$ cat src/core/mcu_decoder_pkg.sv
// Constants, register map and operation codes for the instruction decoder core.
// Assumes a single 100 MHz clock and a synchronous active-high reset.
package mcu_decoder_pkg;

	// ****************************************
	// Register map, byte addresses
	// ****************************************
	localparam logic [7:0] OFF_CTRL = 8'h00;
	localparam logic [7:0] OFF_ACCUM = 8'h04;
	localparam logic [7:0] OFF_FLAGS = 8'h08;
	localparam logic [7:0] OFF_BANK = 8'h0C;
	localparam logic [7:0] OFF_UPPER_LATCH = 8'h10;
	localparam logic [7:0] OFF_PTR0 = 8'h14;
	localparam logic [7:0] OFF_PTR1 = 8'h18;
	localparam logic [7:0] OFF_EXEC_STATUS = 8'h1C;

	// ****************************************
	// Field positions and reset values
	// ****************************************
	localparam int FLAG_C = 0;
	localparam int FLAG_DC = 1;
	localparam int FLAG_Z = 2;
	localparam int DEST_BIT = 7;
	localparam int PTR_MSB = 15;
	localparam int STAT_INSTR_LSB = 8;
	localparam logic RUN_RST = 1'b1;
	localparam logic [7:0] ACCUM_RST = 8'h00;
	localparam logic [2:0] FLAGS_RST = 3'h0;
	localparam logic [4:0] BANK_RST = 5'h00;
	localparam logic [6:0] LATCH_RST = 7'h00;
	localparam logic [15:0] PTR_RST = 16'h0000;
	localparam logic [5:0] IND_PORT_HI = 6'h00;

	// ****************************************
	// Timing
	// ****************************************
	localparam int CLK_PERIOD_NS = 10;
	localparam logic [1:0] LAST_QUARTER = 2'h3;

	// ****************************************
	// Operations, grouped so ranges classify them
	// ****************************************
	typedef enum logic [5:0] {
		OP_NOP = 6'b000000, OP_ADD = 6'b000001, OP_ADDC = 6'b000010, OP_AND = 6'b000011,
		OP_ASR = 6'b000100, OP_LSL = 6'b000101, OP_LSR = 6'b000110, OP_CLR = 6'b000111,
		OP_COM = 6'b001000, OP_DEC = 6'b001001, OP_INC = 6'b001010, OP_IOR = 6'b001011,
		OP_MOV = 6'b001100, OP_RLC = 6'b001101, OP_RRC = 6'b001110, OP_SUB = 6'b001111,
		OP_SUBB = 6'b010000, OP_SWAP = 6'b010001, OP_XOR = 6'b010010, OP_DECSZ = 6'b010011,
		OP_INCSZ = 6'b010100, OP_MOVWF = 6'b010101, OP_BCF = 6'b010110, OP_BSF = 6'b010111,
		OP_BTSC = 6'b011000, OP_BTSS = 6'b011001, OP_ADDL = 6'b011010, OP_ANDL = 6'b011011,
		OP_IORL = 6'b011100, OP_MOVLW = 6'b011101, OP_SUBL = 6'b011110, OP_XORL = 6'b011111,
		OP_MOVLB = 6'b100000, OP_LATCH = 6'b100001
	} op_e;

	typedef enum logic [1:0] {
		ST_FETCH = 2'b00,
		ST_EXEC = 2'b01,
		ST_STALL = 2'b10
	} st_e;

endpackage

$ cat src/core/mcu_core_instruction_decoder.sv
// Executes 14-bit instruction words: decode, file read, compute, write back.
// Assumes program memory offers words with valid/ready and a file bus answering in the read quarter.
//
// Summary of operation
// - File operand instructions read, modify, then store per destination bit.
// - The addressed file register is read even when it is only written.
// - Destination bit zero writes the accumulator, one writes the file register.
// - The file field is a 7-bit address, 0 to 127, in the current bank.
// - The bit field selects one of eight bits of the addressed register.
// - Don't-care bits are ignored; code generators should fill them with zero.
// - Pointer number selects one of two indirect pointers and matching access port.
// - Add with carry to file: one cycle, updates carry, nibble overflow, zero.
// - OR accumulator with file: one cycle, changes only zero.
// - Rotates through carry shift one place, change only carry, one cycle.
// - Subtract with borrow from file: one cycle, updates carry, nibble, zero.
// - Exclusive OR accumulator with file: one cycle, changes only zero.
// - Decrement/increment skip on zero result, change no flags, one or two cycles.
// - Bit tests skip the next instruction on their condition, no flag change.
// - Literal add and subtract use accumulator, result there, update three flags.
// - Literal AND, OR, XOR combine with accumulator, change only zero.
// - Load upper program latch writes a 7-bit literal, no flags.
// - Skips take two cycles; the second cycle acts as a no-operation.
// - Each instruction cycle spans four clock cycles.
// - Indirect port access adds one instruction cycle when pointer msb is set.
module mcu_core_instruction_decoder
	import mcu_decoder_pkg::*;
(
	// Clock, reset, enable
	input wire logic clk_i,
	input wire logic rst_i,
	input wire logic ce_i,
	// Wishbone slave
	input wire logic wb_cyc_i,
	input wire logic wb_stb_i,
	input wire logic wb_we_i,
	input wire logic [7:0] wb_adr_i,
	input wire logic [3:0] wb_sel_i,
	input wire logic [31:0] wb_dat_i,
	output logic [31:0] wb_dat_o,
	output logic wb_ack_o,
	// Program memory
	input wire logic [13:0] instr_i,
	input wire logic instr_valid_i,
	output logic instr_ready_o,
	// File register bus
	output logic [15:0] file_addr_o,
	output logic file_rd_o,
	output logic file_wr_o,
	output logic [7:0] file_wdata_o,
	input wire logic [7:0] file_rdata_i
);

	// ****************************************
	// Functions
	// ****************************************
	// Don't-care bits never reach a case choice below
	function automatic op_e decode_op(input logic [13:0] w);
		op_e o;
		o = OP_NOP;
		casez (w[13:8])
			6'b000111: o = OP_ADD;
			6'b111101: o = OP_ADDC;
			6'b000101: o = OP_AND;
			6'b110111: o = OP_ASR;
			6'b110101: o = OP_LSL;
			6'b110110: o = OP_LSR;
			6'b000001: o = OP_CLR;
			6'b001001: o = OP_COM;
			6'b000011: o = OP_DEC;
			6'b001010: o = OP_INC;
			6'b000100: o = OP_IOR;
			6'b001000: o = OP_MOV;
			6'b001101: o = OP_RLC;
			6'b001100: o = OP_RRC;
			6'b000010: o = OP_SUB;
			6'b111011: o = OP_SUBB;
			6'b001110: o = OP_SWAP;
			6'b000110: o = OP_XOR;
			6'b001011: o = OP_DECSZ;
			6'b001111: o = OP_INCSZ;
			6'b0100??: o = OP_BCF;
			6'b0101??: o = OP_BSF;
			6'b0110??: o = OP_BTSC;
			6'b0111??: o = OP_BTSS;
			6'b111110: o = OP_ADDL;
			6'b111100: o = OP_SUBL;
			6'b111001: o = OP_ANDL;
			6'b111000: o = OP_IORL;
			6'b111010: o = OP_XORL;
			6'b110000: o = OP_MOVLW;
			6'b110001: o = w[7] ? OP_LATCH : OP_NOP;
			6'b000000: o = w[7] ? OP_MOVWF : ((w[7:5] == 3'b001) ? OP_MOVLB : OP_NOP);
			default: o = OP_NOP;
		endcase
		return o;
	endfunction

	// Clear-to-accumulator has no file field, so it must not touch the file bus
	function automatic logic uses_file(input op_e o, input logic d);
		return (o >= OP_ADD) && (o <= OP_BTSS) && !((o == OP_CLR) && !d);
	endfunction

	function automatic logic dest_op(input op_e o);
		return (o >= OP_ADD) && (o <= OP_INCSZ);
	endfunction

	// Returns {carry out of bit 7, carry out of bit 3, sum}
	function automatic logic [9:0] add8(input logic [7:0] a, input logic [7:0] b, input logic ci);
		logic [4:0] lo;
		logic [8:0] full;
		lo = {1'b0, a[3:0]} + {1'b0, b[3:0]} + {4'h0, ci};
		full = {1'b0, a} + {1'b0, b} + {8'h00, ci};
		return {full[8], lo[4], full[7:0]};
	endfunction

	function automatic logic [15:0] wb_merge(input logic [15:0] old, input logic [31:0] d,
		input logic [3:0] sel);
		return {sel[1] ? d[15:8] : old[15:8], sel[0] ? d[7:0] : old[7:0]};
	endfunction

	// ****************************************
	// State
	// ****************************************
	st_e state;
	logic [1:0] q;
	logic [13:0] instr;
	op_e op;
	logic extra;
	logic skip_next;
	logic [7:0] operand;
	logic [7:0] res;
	logic res_c, res_dc, res_z, res_skip;
	logic [7:0] accum;
	logic flag_c, flag_dc, flag_z;
	logic [4:0] bank;
	logic [6:0] upper_latch;
	logic [15:0] ptr [2];
	logic run;
	logic [7:0] next_res;
	logic next_c, next_dc, next_z, next_skip;
	logic [9:0] sum;
	logic take, commit, to_file, to_acc, ind_sel, wr_en;

	// ****************************************
	// Sequencer
	// ****************************************
	assign instr_ready_o = (state == ST_FETCH) && run;
	assign take = instr_ready_o && instr_valid_i && ce_i;
	assign commit = (state == ST_EXEC) && (q == LAST_QUARTER) && ce_i;
	assign to_file = (dest_op(op) && instr[DEST_BIT]) || ((op >= OP_MOVWF) && (op <= OP_BSF));
	assign to_acc = (dest_op(op) && !instr[DEST_BIT]) || ((op >= OP_ADDL) && (op <= OP_XORL));
	assign ind_sel = (instr_i[6:1] == IND_PORT_HI);

	// Fetch counts as the first quarter, then three more; stall adds four
	always_ff @(posedge clk_i) begin
		if (rst_i) begin
			state <= ST_FETCH;
			q <= 2'h0;
		end else if (ce_i) begin
			case (state)
				ST_FETCH: begin
					if (take) begin
						state <= ST_EXEC;
						q <= 2'h1;
					end
				end
				ST_EXEC: begin
					q <= 2'(q + 2'h1);
					if (q == LAST_QUARTER) begin
						state <= extra ? ST_STALL : ST_FETCH;
					end
				end
				ST_STALL: begin
					q <= 2'(q + 2'h1);
					if (q == LAST_QUARTER) begin
						state <= ST_FETCH;
					end
				end
				default: begin
					state <= ST_FETCH;
					q <= 2'h0;
				end
			endcase
		end
	end

	// Word capture and operand address; a skipped word runs as a no-operation
	always_ff @(posedge clk_i) begin
		if (rst_i) begin
			instr <= 14'h0000;
			op <= OP_NOP;
			extra <= 1'b0;
			file_addr_o <= 16'h0000;
		end else if (take) begin
			instr <= instr_i;
			op <= skip_next ? OP_NOP : decode_op(instr_i);
			file_addr_o <= ind_sel ? ptr[instr_i[0]] : {4'h0, bank, instr_i[6:0]};
			extra <= !skip_next && uses_file(decode_op(instr_i), instr_i[DEST_BIT])
				&& ind_sel && ptr[instr_i[0]][PTR_MSB];
		end
	end

	// ****************************************
	// File read in second quarter, write in fourth
	// ****************************************
	assign file_rd_o = (state == ST_EXEC) && (q == 2'h1) && uses_file(op, instr[DEST_BIT]);
	assign file_wr_o = (state == ST_EXEC) && (q == LAST_QUARTER) && to_file;
	assign file_wdata_o = res;

	always_ff @(posedge clk_i) begin
		if (rst_i) begin
			operand <= 8'h00;
		end else if (ce_i && file_rd_o) begin
			operand <= file_rdata_i;
		end
	end

	// ****************************************
	// Arithmetic and logic
	// ****************************************
	always_comb begin
		next_res = operand;
		next_c = flag_c;
		next_dc = flag_dc;
		next_z = 1'b0;
		next_skip = 1'b0;
		sum = 10'h000;
		case (op)
			OP_ADD: sum = add8(accum, operand, 1'b0);
			OP_ADDC: sum = add8(accum, operand, flag_c);
			OP_SUB: sum = add8(operand, ~accum, 1'b1);
			OP_SUBB: sum = add8(operand, ~accum, flag_c);
			OP_ADDL: sum = add8(accum, instr[7:0], 1'b0);
			OP_SUBL: sum = add8(instr[7:0], ~accum, 1'b1);
			default: sum = 10'h000;
		endcase
		case (op)
			OP_ADD, OP_ADDC, OP_SUB, OP_SUBB, OP_ADDL, OP_SUBL: begin
				{next_c, next_dc, next_res} = sum;
			end
			OP_AND: next_res = operand & accum;
			OP_ASR: {next_res, next_c} = {operand[7], operand};
			OP_LSL: {next_c, next_res} = {operand, 1'b0};
			OP_LSR: {next_res, next_c} = {1'b0, operand};
			OP_CLR: next_res = 8'h00;
			OP_COM: next_res = ~operand;
			OP_DEC: next_res = 8'(operand - 8'h01);
			OP_INC: next_res = 8'(operand + 8'h01);
			OP_IOR: next_res = operand | accum;
			OP_XOR: next_res = operand ^ accum;
			OP_RLC: {next_c, next_res} = {operand, flag_c};
			OP_RRC: {next_res, next_c} = {flag_c, operand};
			OP_SWAP: next_res = {operand[3:0], operand[7:4]};
			OP_MOVWF: next_res = accum;
			OP_DECSZ: next_res = 8'(operand - 8'h01);
			OP_INCSZ: next_res = 8'(operand + 8'h01);
			OP_BCF: next_res = operand & ~(8'h01 << instr[9:7]);
			OP_BSF: next_res = operand | (8'h01 << instr[9:7]);
			OP_BTSC: next_skip = !operand[instr[9:7]];
			OP_BTSS: next_skip = operand[instr[9:7]];
			OP_ANDL: next_res = instr[7:0] & accum;
			OP_IORL: next_res = instr[7:0] | accum;
			OP_XORL: next_res = instr[7:0] ^ accum;
			OP_MOVLW, OP_MOVLB, OP_LATCH: next_res = instr[7:0];
			default: next_res = operand;
		endcase
		if ((op == OP_DECSZ) || (op == OP_INCSZ)) begin
			next_skip = (next_res == 8'h00);
		end
		// Only these touch zero; rotates, skips and moves other than MOV leave it alone
		case (op)
			OP_ADD, OP_ADDC, OP_SUB, OP_SUBB, OP_ADDL, OP_SUBL, OP_AND, OP_ASR, OP_LSL, OP_LSR,
			OP_CLR, OP_COM, OP_DEC, OP_INC, OP_IOR, OP_XOR, OP_MOV, OP_ANDL, OP_IORL,
			OP_XORL: next_z = (next_res == 8'h00);
			default: next_z = flag_z;
		endcase
	end

	// Result latched in the third quarter so the write data comes from flops
	always_ff @(posedge clk_i) begin
		if (rst_i) begin
			res <= 8'h00;
			{res_c, res_dc, res_z, res_skip} <= 4'h0;
		end else if (ce_i && (state == ST_EXEC) && (q == 2'h2)) begin
			res <= next_res;
			{res_c, res_dc, res_z, res_skip} <= {next_c, next_dc, next_z, next_skip};
		end
	end

	// ****************************************
	// Architectural registers; core commit beats a bus write
	// ****************************************
	assign wr_en = wb_cyc_i && wb_stb_i && wb_we_i && !wb_ack_o && ce_i;

	always_ff @(posedge clk_i) begin
		if (rst_i) begin
			accum <= ACCUM_RST;
		end else if (commit && to_acc) begin
			accum <= res;
		end else if (wr_en && (wb_adr_i == OFF_ACCUM)) begin
			accum <= wb_sel_i[0] ? wb_dat_i[7:0] : accum;
		end
	end

	always_ff @(posedge clk_i) begin
		if (rst_i) begin
			{flag_z, flag_dc, flag_c} <= FLAGS_RST;
		end else if (commit) begin
			{flag_z, flag_dc, flag_c} <= {res_z, res_dc, res_c};
		end else if (wr_en && (wb_adr_i == OFF_FLAGS) && wb_sel_i[0]) begin
			flag_c <= wb_dat_i[FLAG_C];
			flag_dc <= wb_dat_i[FLAG_DC];
			flag_z <= wb_dat_i[FLAG_Z];
		end
	end

	always_ff @(posedge clk_i) begin
		if (rst_i) begin
			bank <= BANK_RST;
			upper_latch <= LATCH_RST;
		end else if (commit && (op == OP_MOVLB)) begin
			bank <= res[4:0];
		end else if (commit && (op == OP_LATCH)) begin
			upper_latch <= res[6:0];
		end else if (wr_en && (wb_adr_i == OFF_BANK) && wb_sel_i[0]) begin
			bank <= wb_dat_i[4:0];
		end else if (wr_en && (wb_adr_i == OFF_UPPER_LATCH) && wb_sel_i[0]) begin
			upper_latch <= wb_dat_i[6:0];
		end
	end

	// Skip marker; its set at commit never meets the clear at fetch
	always_ff @(posedge clk_i) begin
		if (rst_i) begin
			skip_next <= 1'b0;
		end else if (commit) begin
			skip_next <= res_skip;
		end else if (take) begin
			skip_next <= 1'b0;
		end
	end

	genvar gi;
	generate
		for (gi = 0; gi < 2; gi++) begin : g_ptr
			always_ff @(posedge clk_i) begin
				if (rst_i) begin
					ptr[gi] <= PTR_RST;
				end else if (wr_en && (wb_adr_i == (gi ? OFF_PTR1 : OFF_PTR0))) begin
					ptr[gi] <= wb_merge(ptr[gi], wb_dat_i, wb_sel_i);
				end
			end
		end
	endgenerate

	always_ff @(posedge clk_i) begin
		if (rst_i) begin
			run <= RUN_RST;
		end else if (wr_en && (wb_adr_i == OFF_CTRL) && wb_sel_i[0]) begin
			run <= wb_dat_i[0];
		end
	end

	// ****************************************
	// Wishbone answer: one wait state, unmapped reads zero
	// ****************************************
	always_ff @(posedge clk_i) begin
		if (rst_i) begin
			wb_ack_o <= 1'b0;
			wb_dat_o <= 32'h0000_0000;
		end else if (ce_i) begin
			wb_ack_o <= wb_cyc_i && wb_stb_i && !wb_ack_o;
			case (wb_adr_i)
				OFF_CTRL: wb_dat_o <= {31'h0, run};
				OFF_ACCUM: wb_dat_o <= {24'h0, accum};
				OFF_FLAGS: wb_dat_o <= {29'h0, flag_z, flag_dc, flag_c};
				OFF_BANK: wb_dat_o <= {27'h0, bank};
				OFF_UPPER_LATCH: wb_dat_o <= {25'h0, upper_latch};
				OFF_PTR0: wb_dat_o <= {16'h0, ptr[0]};
				OFF_PTR1: wb_dat_o <= {16'h0, ptr[1]};
				OFF_EXEC_STATUS: wb_dat_o <= {10'h0, instr, 6'h0, skip_next, state != ST_FETCH};
				default: wb_dat_o <= 32'h0000_0000;
			endcase
		end
	end
endmodule // mcu_core_instruction_decoder

$ cat config.mk
export PLATFORM = sky130hd
export DESIGN_NAME = mcu_core_instruction_decoder
export DESIGN_NICKNAME = d
export VERILOG_FILES = /design/src/core/mcu_decoder_pkg.sv /design/src/core/mcu_core_instruction_decoder.sv
export SDC_FILE = /design/constraint.sdc
export NUM_CORES = 1
export LEC_CHECK = 0
export ABC_AREA = 1
export BUFFER_PORTS_ARGS = -buffer_cell sky130_fd_sc_hd__buf_2
export CAP_MARGIN = 0
export CORE_UTILIZATION = 30
export DETAILED_ROUTE_END_ITERATION = 10
export HOLD_SLACK_MARGIN = 0.1
export PLACE_DENSITY = 0.48
export SETUP_SLACK_MARGIN = 0.3
export SYNTH_ARGS = -nofsm -noshare
export SYNTH_HDL_FRONTEND = slang
export SYNTH_SLANG_ARGS = --single-unit
export TNS_END_PERCENT = 50
$ cat constraint.sdc
create_clock -name clk_i -period 6.25 [get_ports clk_i]
set_input_delay 1.25 -clock clk_i [delete_from_list [all_inputs] [get_ports clk_i]]
set_output_delay 1.25 -clock clk_i [all_outputs]
set_load 0.1 [all_outputs]
# Word-level counts from Yosys, hierarchy flattened
# Memory sizes are Yosys's and may differ from the RTL's.
# Cells that the tools add are included.
# classes
n_addsub	19
multipliers	0
div_mod_pow	0
n_lt_le_gt_ge	10
eq_ne	83
shifts	1
n_mux	55
bitwise	14
n_reduce_logical	79
# op_table
op	n
$pmux W6 S32	1
$pmux W22 S8	1
$pmux W8 S21	1
$eq A6 B4 Y1 const B	16
$eq A6 B5 Y1 const B	16
$eq A6 B6 Y1 const B	14
$pmux W10 S6	1
$mux W8	7
$eq A6 B3 Y1 const B	9
$mux W16	3
$logic_and A1 B1 Y1	44
$add A8 B8 Y9	4
$mux W6	6
$eq A8 B5 Y1 const B	4
$le A6 B5 Y1 const B	5
$and A8 B8 Y8	3
$eq A6 B2 Y1 const B	4
$not A8 Y8	3
$or A8 B8 Y8	3
$mux W7	3
$add A4 B4 Y5	4
$mux W1	20
$reduce_or A20 Y1	1
$add A9 B1 Y9	2
other kinds (40)	86
# word_totals
ff_bits	119
latch_bits	0
ramBits	32
romBits	0
in_bits	73
out_inout_bits	60
word_cells	284
memories	1
# mem_list
memory	depth	word_bits	rd	rd_ports_with_merged_regs	wr	line_no	source
ptr	2	16	3	0	2	mcu_core_instruction_decoder.sv:137	logic [15:0] ptr [2];

# Depth between registers and ports, before layout
# depth
ltp_word	13
mapped_depth	25
depth_no_buf	25

# Worst setup path after synthesis
# No wires, ideal clock.
# synth_path
path_type	reg-to-output
start	register op[3]
end	output file_rd_o
arrival_time_ps	3798
required_time_ps	5000
setup_slack_ps	1202
path_stages_with_launch	7
cell_sequence	dfxtp_1 -> inv_2 -> nand2_1 -> nor2_1 -> inv_1 -> nor3_1 -> nor4_1
# synth_between
elab_chain_cells	5
word_cells_on_any_way	8
cone_classes	order compare: 2; eq/ne: 1; reduce/logical: 5
# synth_rtl
element	line_no	source
start, declared	mcu_core_instruction_decoder.sv:127	op_e op;
start signal, assigned	mcu_core_instruction_decoder.sv:196	op <= skip_next ? OP_NOP : decode_op(instr_i);
parallel branches: the longest is 3 deep, another holds $ge A6 B1 Y1	n/a	
$logic_and A1 B1 Y1 (*)	mcu_core_instruction_decoder.sv:100	return (o >= OP_ADD) && (o <= OP_BTSS) && !((o == OP_CLR) && !d);
$logic_and A1 B1 Y1 (*)	mcu_core_instruction_decoder.sv:206	assign file_rd_o = (state == ST_EXEC) && (q == 2'h1) && uses_file(op, instr[DEST_BIT]);
end, declared	mcu_core_instruction_decoder.sv:47	output logic file_rd_o,
# Mark *: on every way between the ends.

# Final worst setup path
# layout_path
start	register accum[1]
end	register res_c
# layout_between
elab_chain_cells	5
word_cells_on_any_way	11
cone_classes	add/sub: 8; mux: 2; bitwise: 1
# layout_rtl
element	line_no	source
start, declared	mcu_core_instruction_decoder.sv:133	logic [7:0] accum;
start signal, assigned	mcu_core_instruction_decoder.sv:299	accum <= res;
start signal, assigned	mcu_core_instruction_decoder.sv:301	accum <= wb_sel_i[0] ? wb_dat_i[7:0] : accum;
$not A8 Y8	mcu_core_instruction_decoder.sv:231, mcu_core_instruction_decoder.sv:232, mcu_core_instruction_decoder.sv:234	
$add A8 B8 Y9	mcu_core_instruction_decoder.sv:112	full = {1'b0, a} + {1'b0, b} + {8'h00, ci};
$add A9 B1 Y9	mcu_core_instruction_decoder.sv:112	
$pmux W10 S6 (*)	mcu_core_instruction_decoder.sv:228	case (op)
$pmux W1 S3 (*)	mcu_core_instruction_decoder.sv:237	case (op)
end signal, assigned	mcu_core_instruction_decoder.sv:286	{res_c, res_dc, res_z, res_skip} <= {next_c, next_dc, next_z, next_skip};
end, declared	mcu_core_instruction_decoder.sv:132	logic res_c, res_dc, res_z, res_skip;
# Every way passes the cells marked *; elsewhere a longest branch is shown, timed or not.
# A chain may end at the register's enable or synchronous reset.

==> key figures <==
Pwr
  – PwrDens: 202 nW/um^2
  – Pleak: 5.77 nW
  – Peak supply drop: 0.221 mV

Floorplanning
  – Core area: 35,900 um^2
  – Chip width: 194 um
  – Row Count: 69
  – I/O pin cnt: 133
  – Die ar.: 37,700 um^2
  – Starting Density: 30.8%
  – DIE HEIGHT: 194 um

Critical path
  – Critical Path AT: 4250 ps
  – Worst Setup SP: accum[1]$_SDFFE_PP0P_
  – Most Frequent Cell on Critical Path: nand2_1
  – CP bufs+invs: 1
  – CP Capture Type: flip-flop
  – Worst-path cell chain: inv_1 > fa_1 > nand2_1 > nand2_1 > nand3_1 > nand2_1 > nand2_1 > nand2_1 > nor2_1 > nand3_1 > nor2_1 > nand2_1 > nand3_1 > nand2_1 > nor3_1 > o2111ai_1 > nand2_1 > a21oi_1
  – Stages on worst setup path: 18
  – Critical path type: reg -> reg
  – Crit path required time: 6540 ps
  – Startpoint Class: flip-flop
  – Reg2Reg Depth: 18
  – End of the critical path: res_c$_SDFFE_PP0P_
  – Crit path max-delay family: simple AND/OR/NAND/NOR gates
  – Worst Path Max Fanout: 9
  – RR Startpoint: accum[1]$_SDFFE_PP0P_
  – R2R setup slack: 2280 ps
  – Worst path slowest cell: dfxtp_1
  – Reg2reg end: res_c$_SDFFE_PP0P_
  – Critical Path Max Stage Delay: 620 ps

Synth
  – Post-Syn Area per Cell: 6.19 um^2
  – #FFs+latches synth: 141
  – Mapped Area: 11,100 um^2
  – Post-synth ARST share: 0%
  – Post-synthesis sequential area ratio: 28.4%
  – EDFF count, synth: 32
  – Syn Inst Count: 1,787
  – Post-synthesis cell type count: 65
  – Ys Warns: 0
  – Main synth FF type: dfxtp_1

CTS
  – Clk_lat worst skew: 440 ps
  – TritonCTS clock tree: yes
  – Clock transition at path regs: 60 ps
  – CTS max path bufs: 2
  – H-tree depth: 4
  – Cts bufs inserted: 17
  – Root Buffer: clkbuf_16
  – Cts repair resizes: 0
  – Clk sink count: 141
  – Cts hold-fix bufs: 0
  – Post-CTS Setup Bufs: 0

Final layout
  – Share of layout cells above drive strength 1: 10.4%
  – Layout net count: 1,990
  – Post-route insts no fill: 2,342
  – Antenna Cells: 0
  – Area Overhead vs Synth: 14.0%

Timing
  – Slew of the pin with the lowest slew margin: 1310 ps
  – RSZ-0062 raised after global routing: false
  – Final worst clock skew: 11.1 ps
  – Final setup TNS: 0 ps
  – Max_slew headroom: 11.5%
  – Max-slew violation count: 0
  – Final Hold Vio Count: 0
  – Tcrit/Tclk final: 63.5%
  – Min Tclk post-route: 3970 ps
  – Setup violators final: 0
  – FMAX: 252 MHz

Global route
  – Vias in the first global route: 11,500
  – Initial antenna violation count: 0
  – Largest net degree at the start of global routing: 60
  – Total track usage: 24.1%
  – First-pass GRT wire length: 69.6 mm
  – Total gr overflow: 0

Drt
  – DR iter-0 viols: 894
  – WL final: 45.6 mm
  – Post-route ant nets: 0
  – DR pass1 iterations: 5
  – Residual DRC count: 0
  – Vias per std cell: 5.22
  – Mean routed wirelength per cell: 19.5 um
  – Total number of vias: 12,200

Run status
  – Status: completed

Placed design
  – Count of placed standard cells including taps: 2,310
  – IO buf count: 104
  – Post-detail-place hpwl: 35.5 mm
  – Placer congestion estimate: 0.944

Hold path
  – Hold_sp: wb_dat_o[3]$_SDFFE_PP0P_
  – Hold crit path type: reg -> reg

Run
  – MaxCap Viol Count: 0
cells in the mapped netlist, drive strengths merged, types with 4 or more instances:
cell     number  area [um^2]
a211oi        8         60.1
a21oi       138          694
a221oi        7         61.3
a22oi         4         30.0
a31oi        16          100
buf          25          165
clkbuf       42          158
clkinv        4         15.0
dfxtp       109         2180
edfxtp       32          961
fa            4         80.1
ha           45          563
inv         215          810
nand2       501         1910
nand3       150          788
nand3b        4         30.0
nand4        26          163
nor2        218          880
nor3         19          100
nor4          6         37.5
o2111ai       6         52.6
o211ai       12         90.1
o21ai       142          711
o221ai        7         61.3
o22ai         8         50.1
o31ai         4         30.0
or2           5         31.3
power by group:
group / internal [mW] / total, mW / switching (mW)
sequential: 0.961 / 0.996 / 0.0354
combinational: 0.111 / 0.459 / 0.349
clock: 0.668 / 1.09 / 0.421
tightest hold or removal path, stage by stage (launching register included):
cell and delay, ps:
dfxtp_1 310, nand2_1 60, a21oi_1 50
cell families (layout without fill, tap and decap cells):
logic type | after synthesis | after routing | synth area share, %
AO/OA/AOI/OAI | 369 | 369 | 18.9
XOR/XNOR | 6 | 6 | 0.543
adder cells (fa/ha/maj) | 49 | 49 | 5.81
buffers and inverters | 286 | 371 | 10.4
flip-flops | 141 | 141 | 28.4
other | 1 | 10 | 0.0339
AND/OR/NAND/NOR | 935 | 935 | 36.0
layout make-up:
| type | instances | area (um^2) |
|---|---|---|
| multi-input cells | 1369 | 6820 |
| flip-flops and latches | 141 | 3140 |
| repair buffers | 120 | 641 |
| well taps | 461 | 577 |
| clock inverters | 14 | 191 |
| clock buffers | 18 | 429 |
| fillers | 4052 | 23300 |
| inverters | 219 | 825 |
layout by cell type (no fill, tap or decap), types with 8 or more instances in the layout:
cell type and count:
nand2_1 495, nor2_1 207, inv_1 199, nand3_1 143, a21oi_1 137, o21ai_0 126, dfxtp_1 109, buf_2 104
ha_1 45, edfxtp_1 32, nand4_1 26, nor3_1 18, clkbuf_16 17, a31oi_1 16, o21ai_1 16, buf_4 16
inv_2 15, o211ai_1 12, conb_1 10, a211oi_1 8, o22ai_1 8
state kept, by name, summed over array words and instances (netlist names), 2 cells and up:
name          cells
file_addr_o      16
instr            14
file_wdata_o      8
op                6
q                 2
state             2
operand           8
upper_latch       7
wb_dat_o         22
bank              5
accum             8
ptr              32
how the worst min path moves through the flow:
stage,end,slack (ps),cells after the start
final,wb_dat_o[3]$_SDFFE_PP0P_,460,2
after detailed placement,wb_dat_o[3]$_SDFFE_PP0P_,450,2
after CTS,wb_dat_o[3]$_SDFFE_PP0P_,460,2
after global routing,wb_dat_o[18]$_SDFFE_PP0P_,480,2
after global placement,wb_dat_o[14]$_SDFFE_PP0P_,450,2
after floorplan,flag_dc$_SDFFE_PP0P_,440,2
through the flow:
stage | hold WS [ps] | util, % | total power [mW] | area (um^2) | worst slack, ps
after floorplan | 437 | - | 1.33 | 11100 | 1200
after global placement | 453 | 33.4 | 1.47 | 12000 | 2200
after detailed placement | 455 | 33.4 | 1.47 | 12000 | 2210
after CTS | 465 | 35.1 | 2.56 | 12600 | 2330
after global routing | 483 | 35.1 | 2.65 | 12600 | 2050
final | 460 | 35.1 | 2.54 | 12600 | 2280
per-layer routing:
layer  vias up  global-route usage [%]  wire length [um]
li1       6079                       -                 -
met1      5676                    31.7             20700
met2       406                    40.6             21300
met3        69                    3.30              2260
met4         0                    7.70              1310
met5         -                       0                 0
Power figures use the tool's default switching activity.
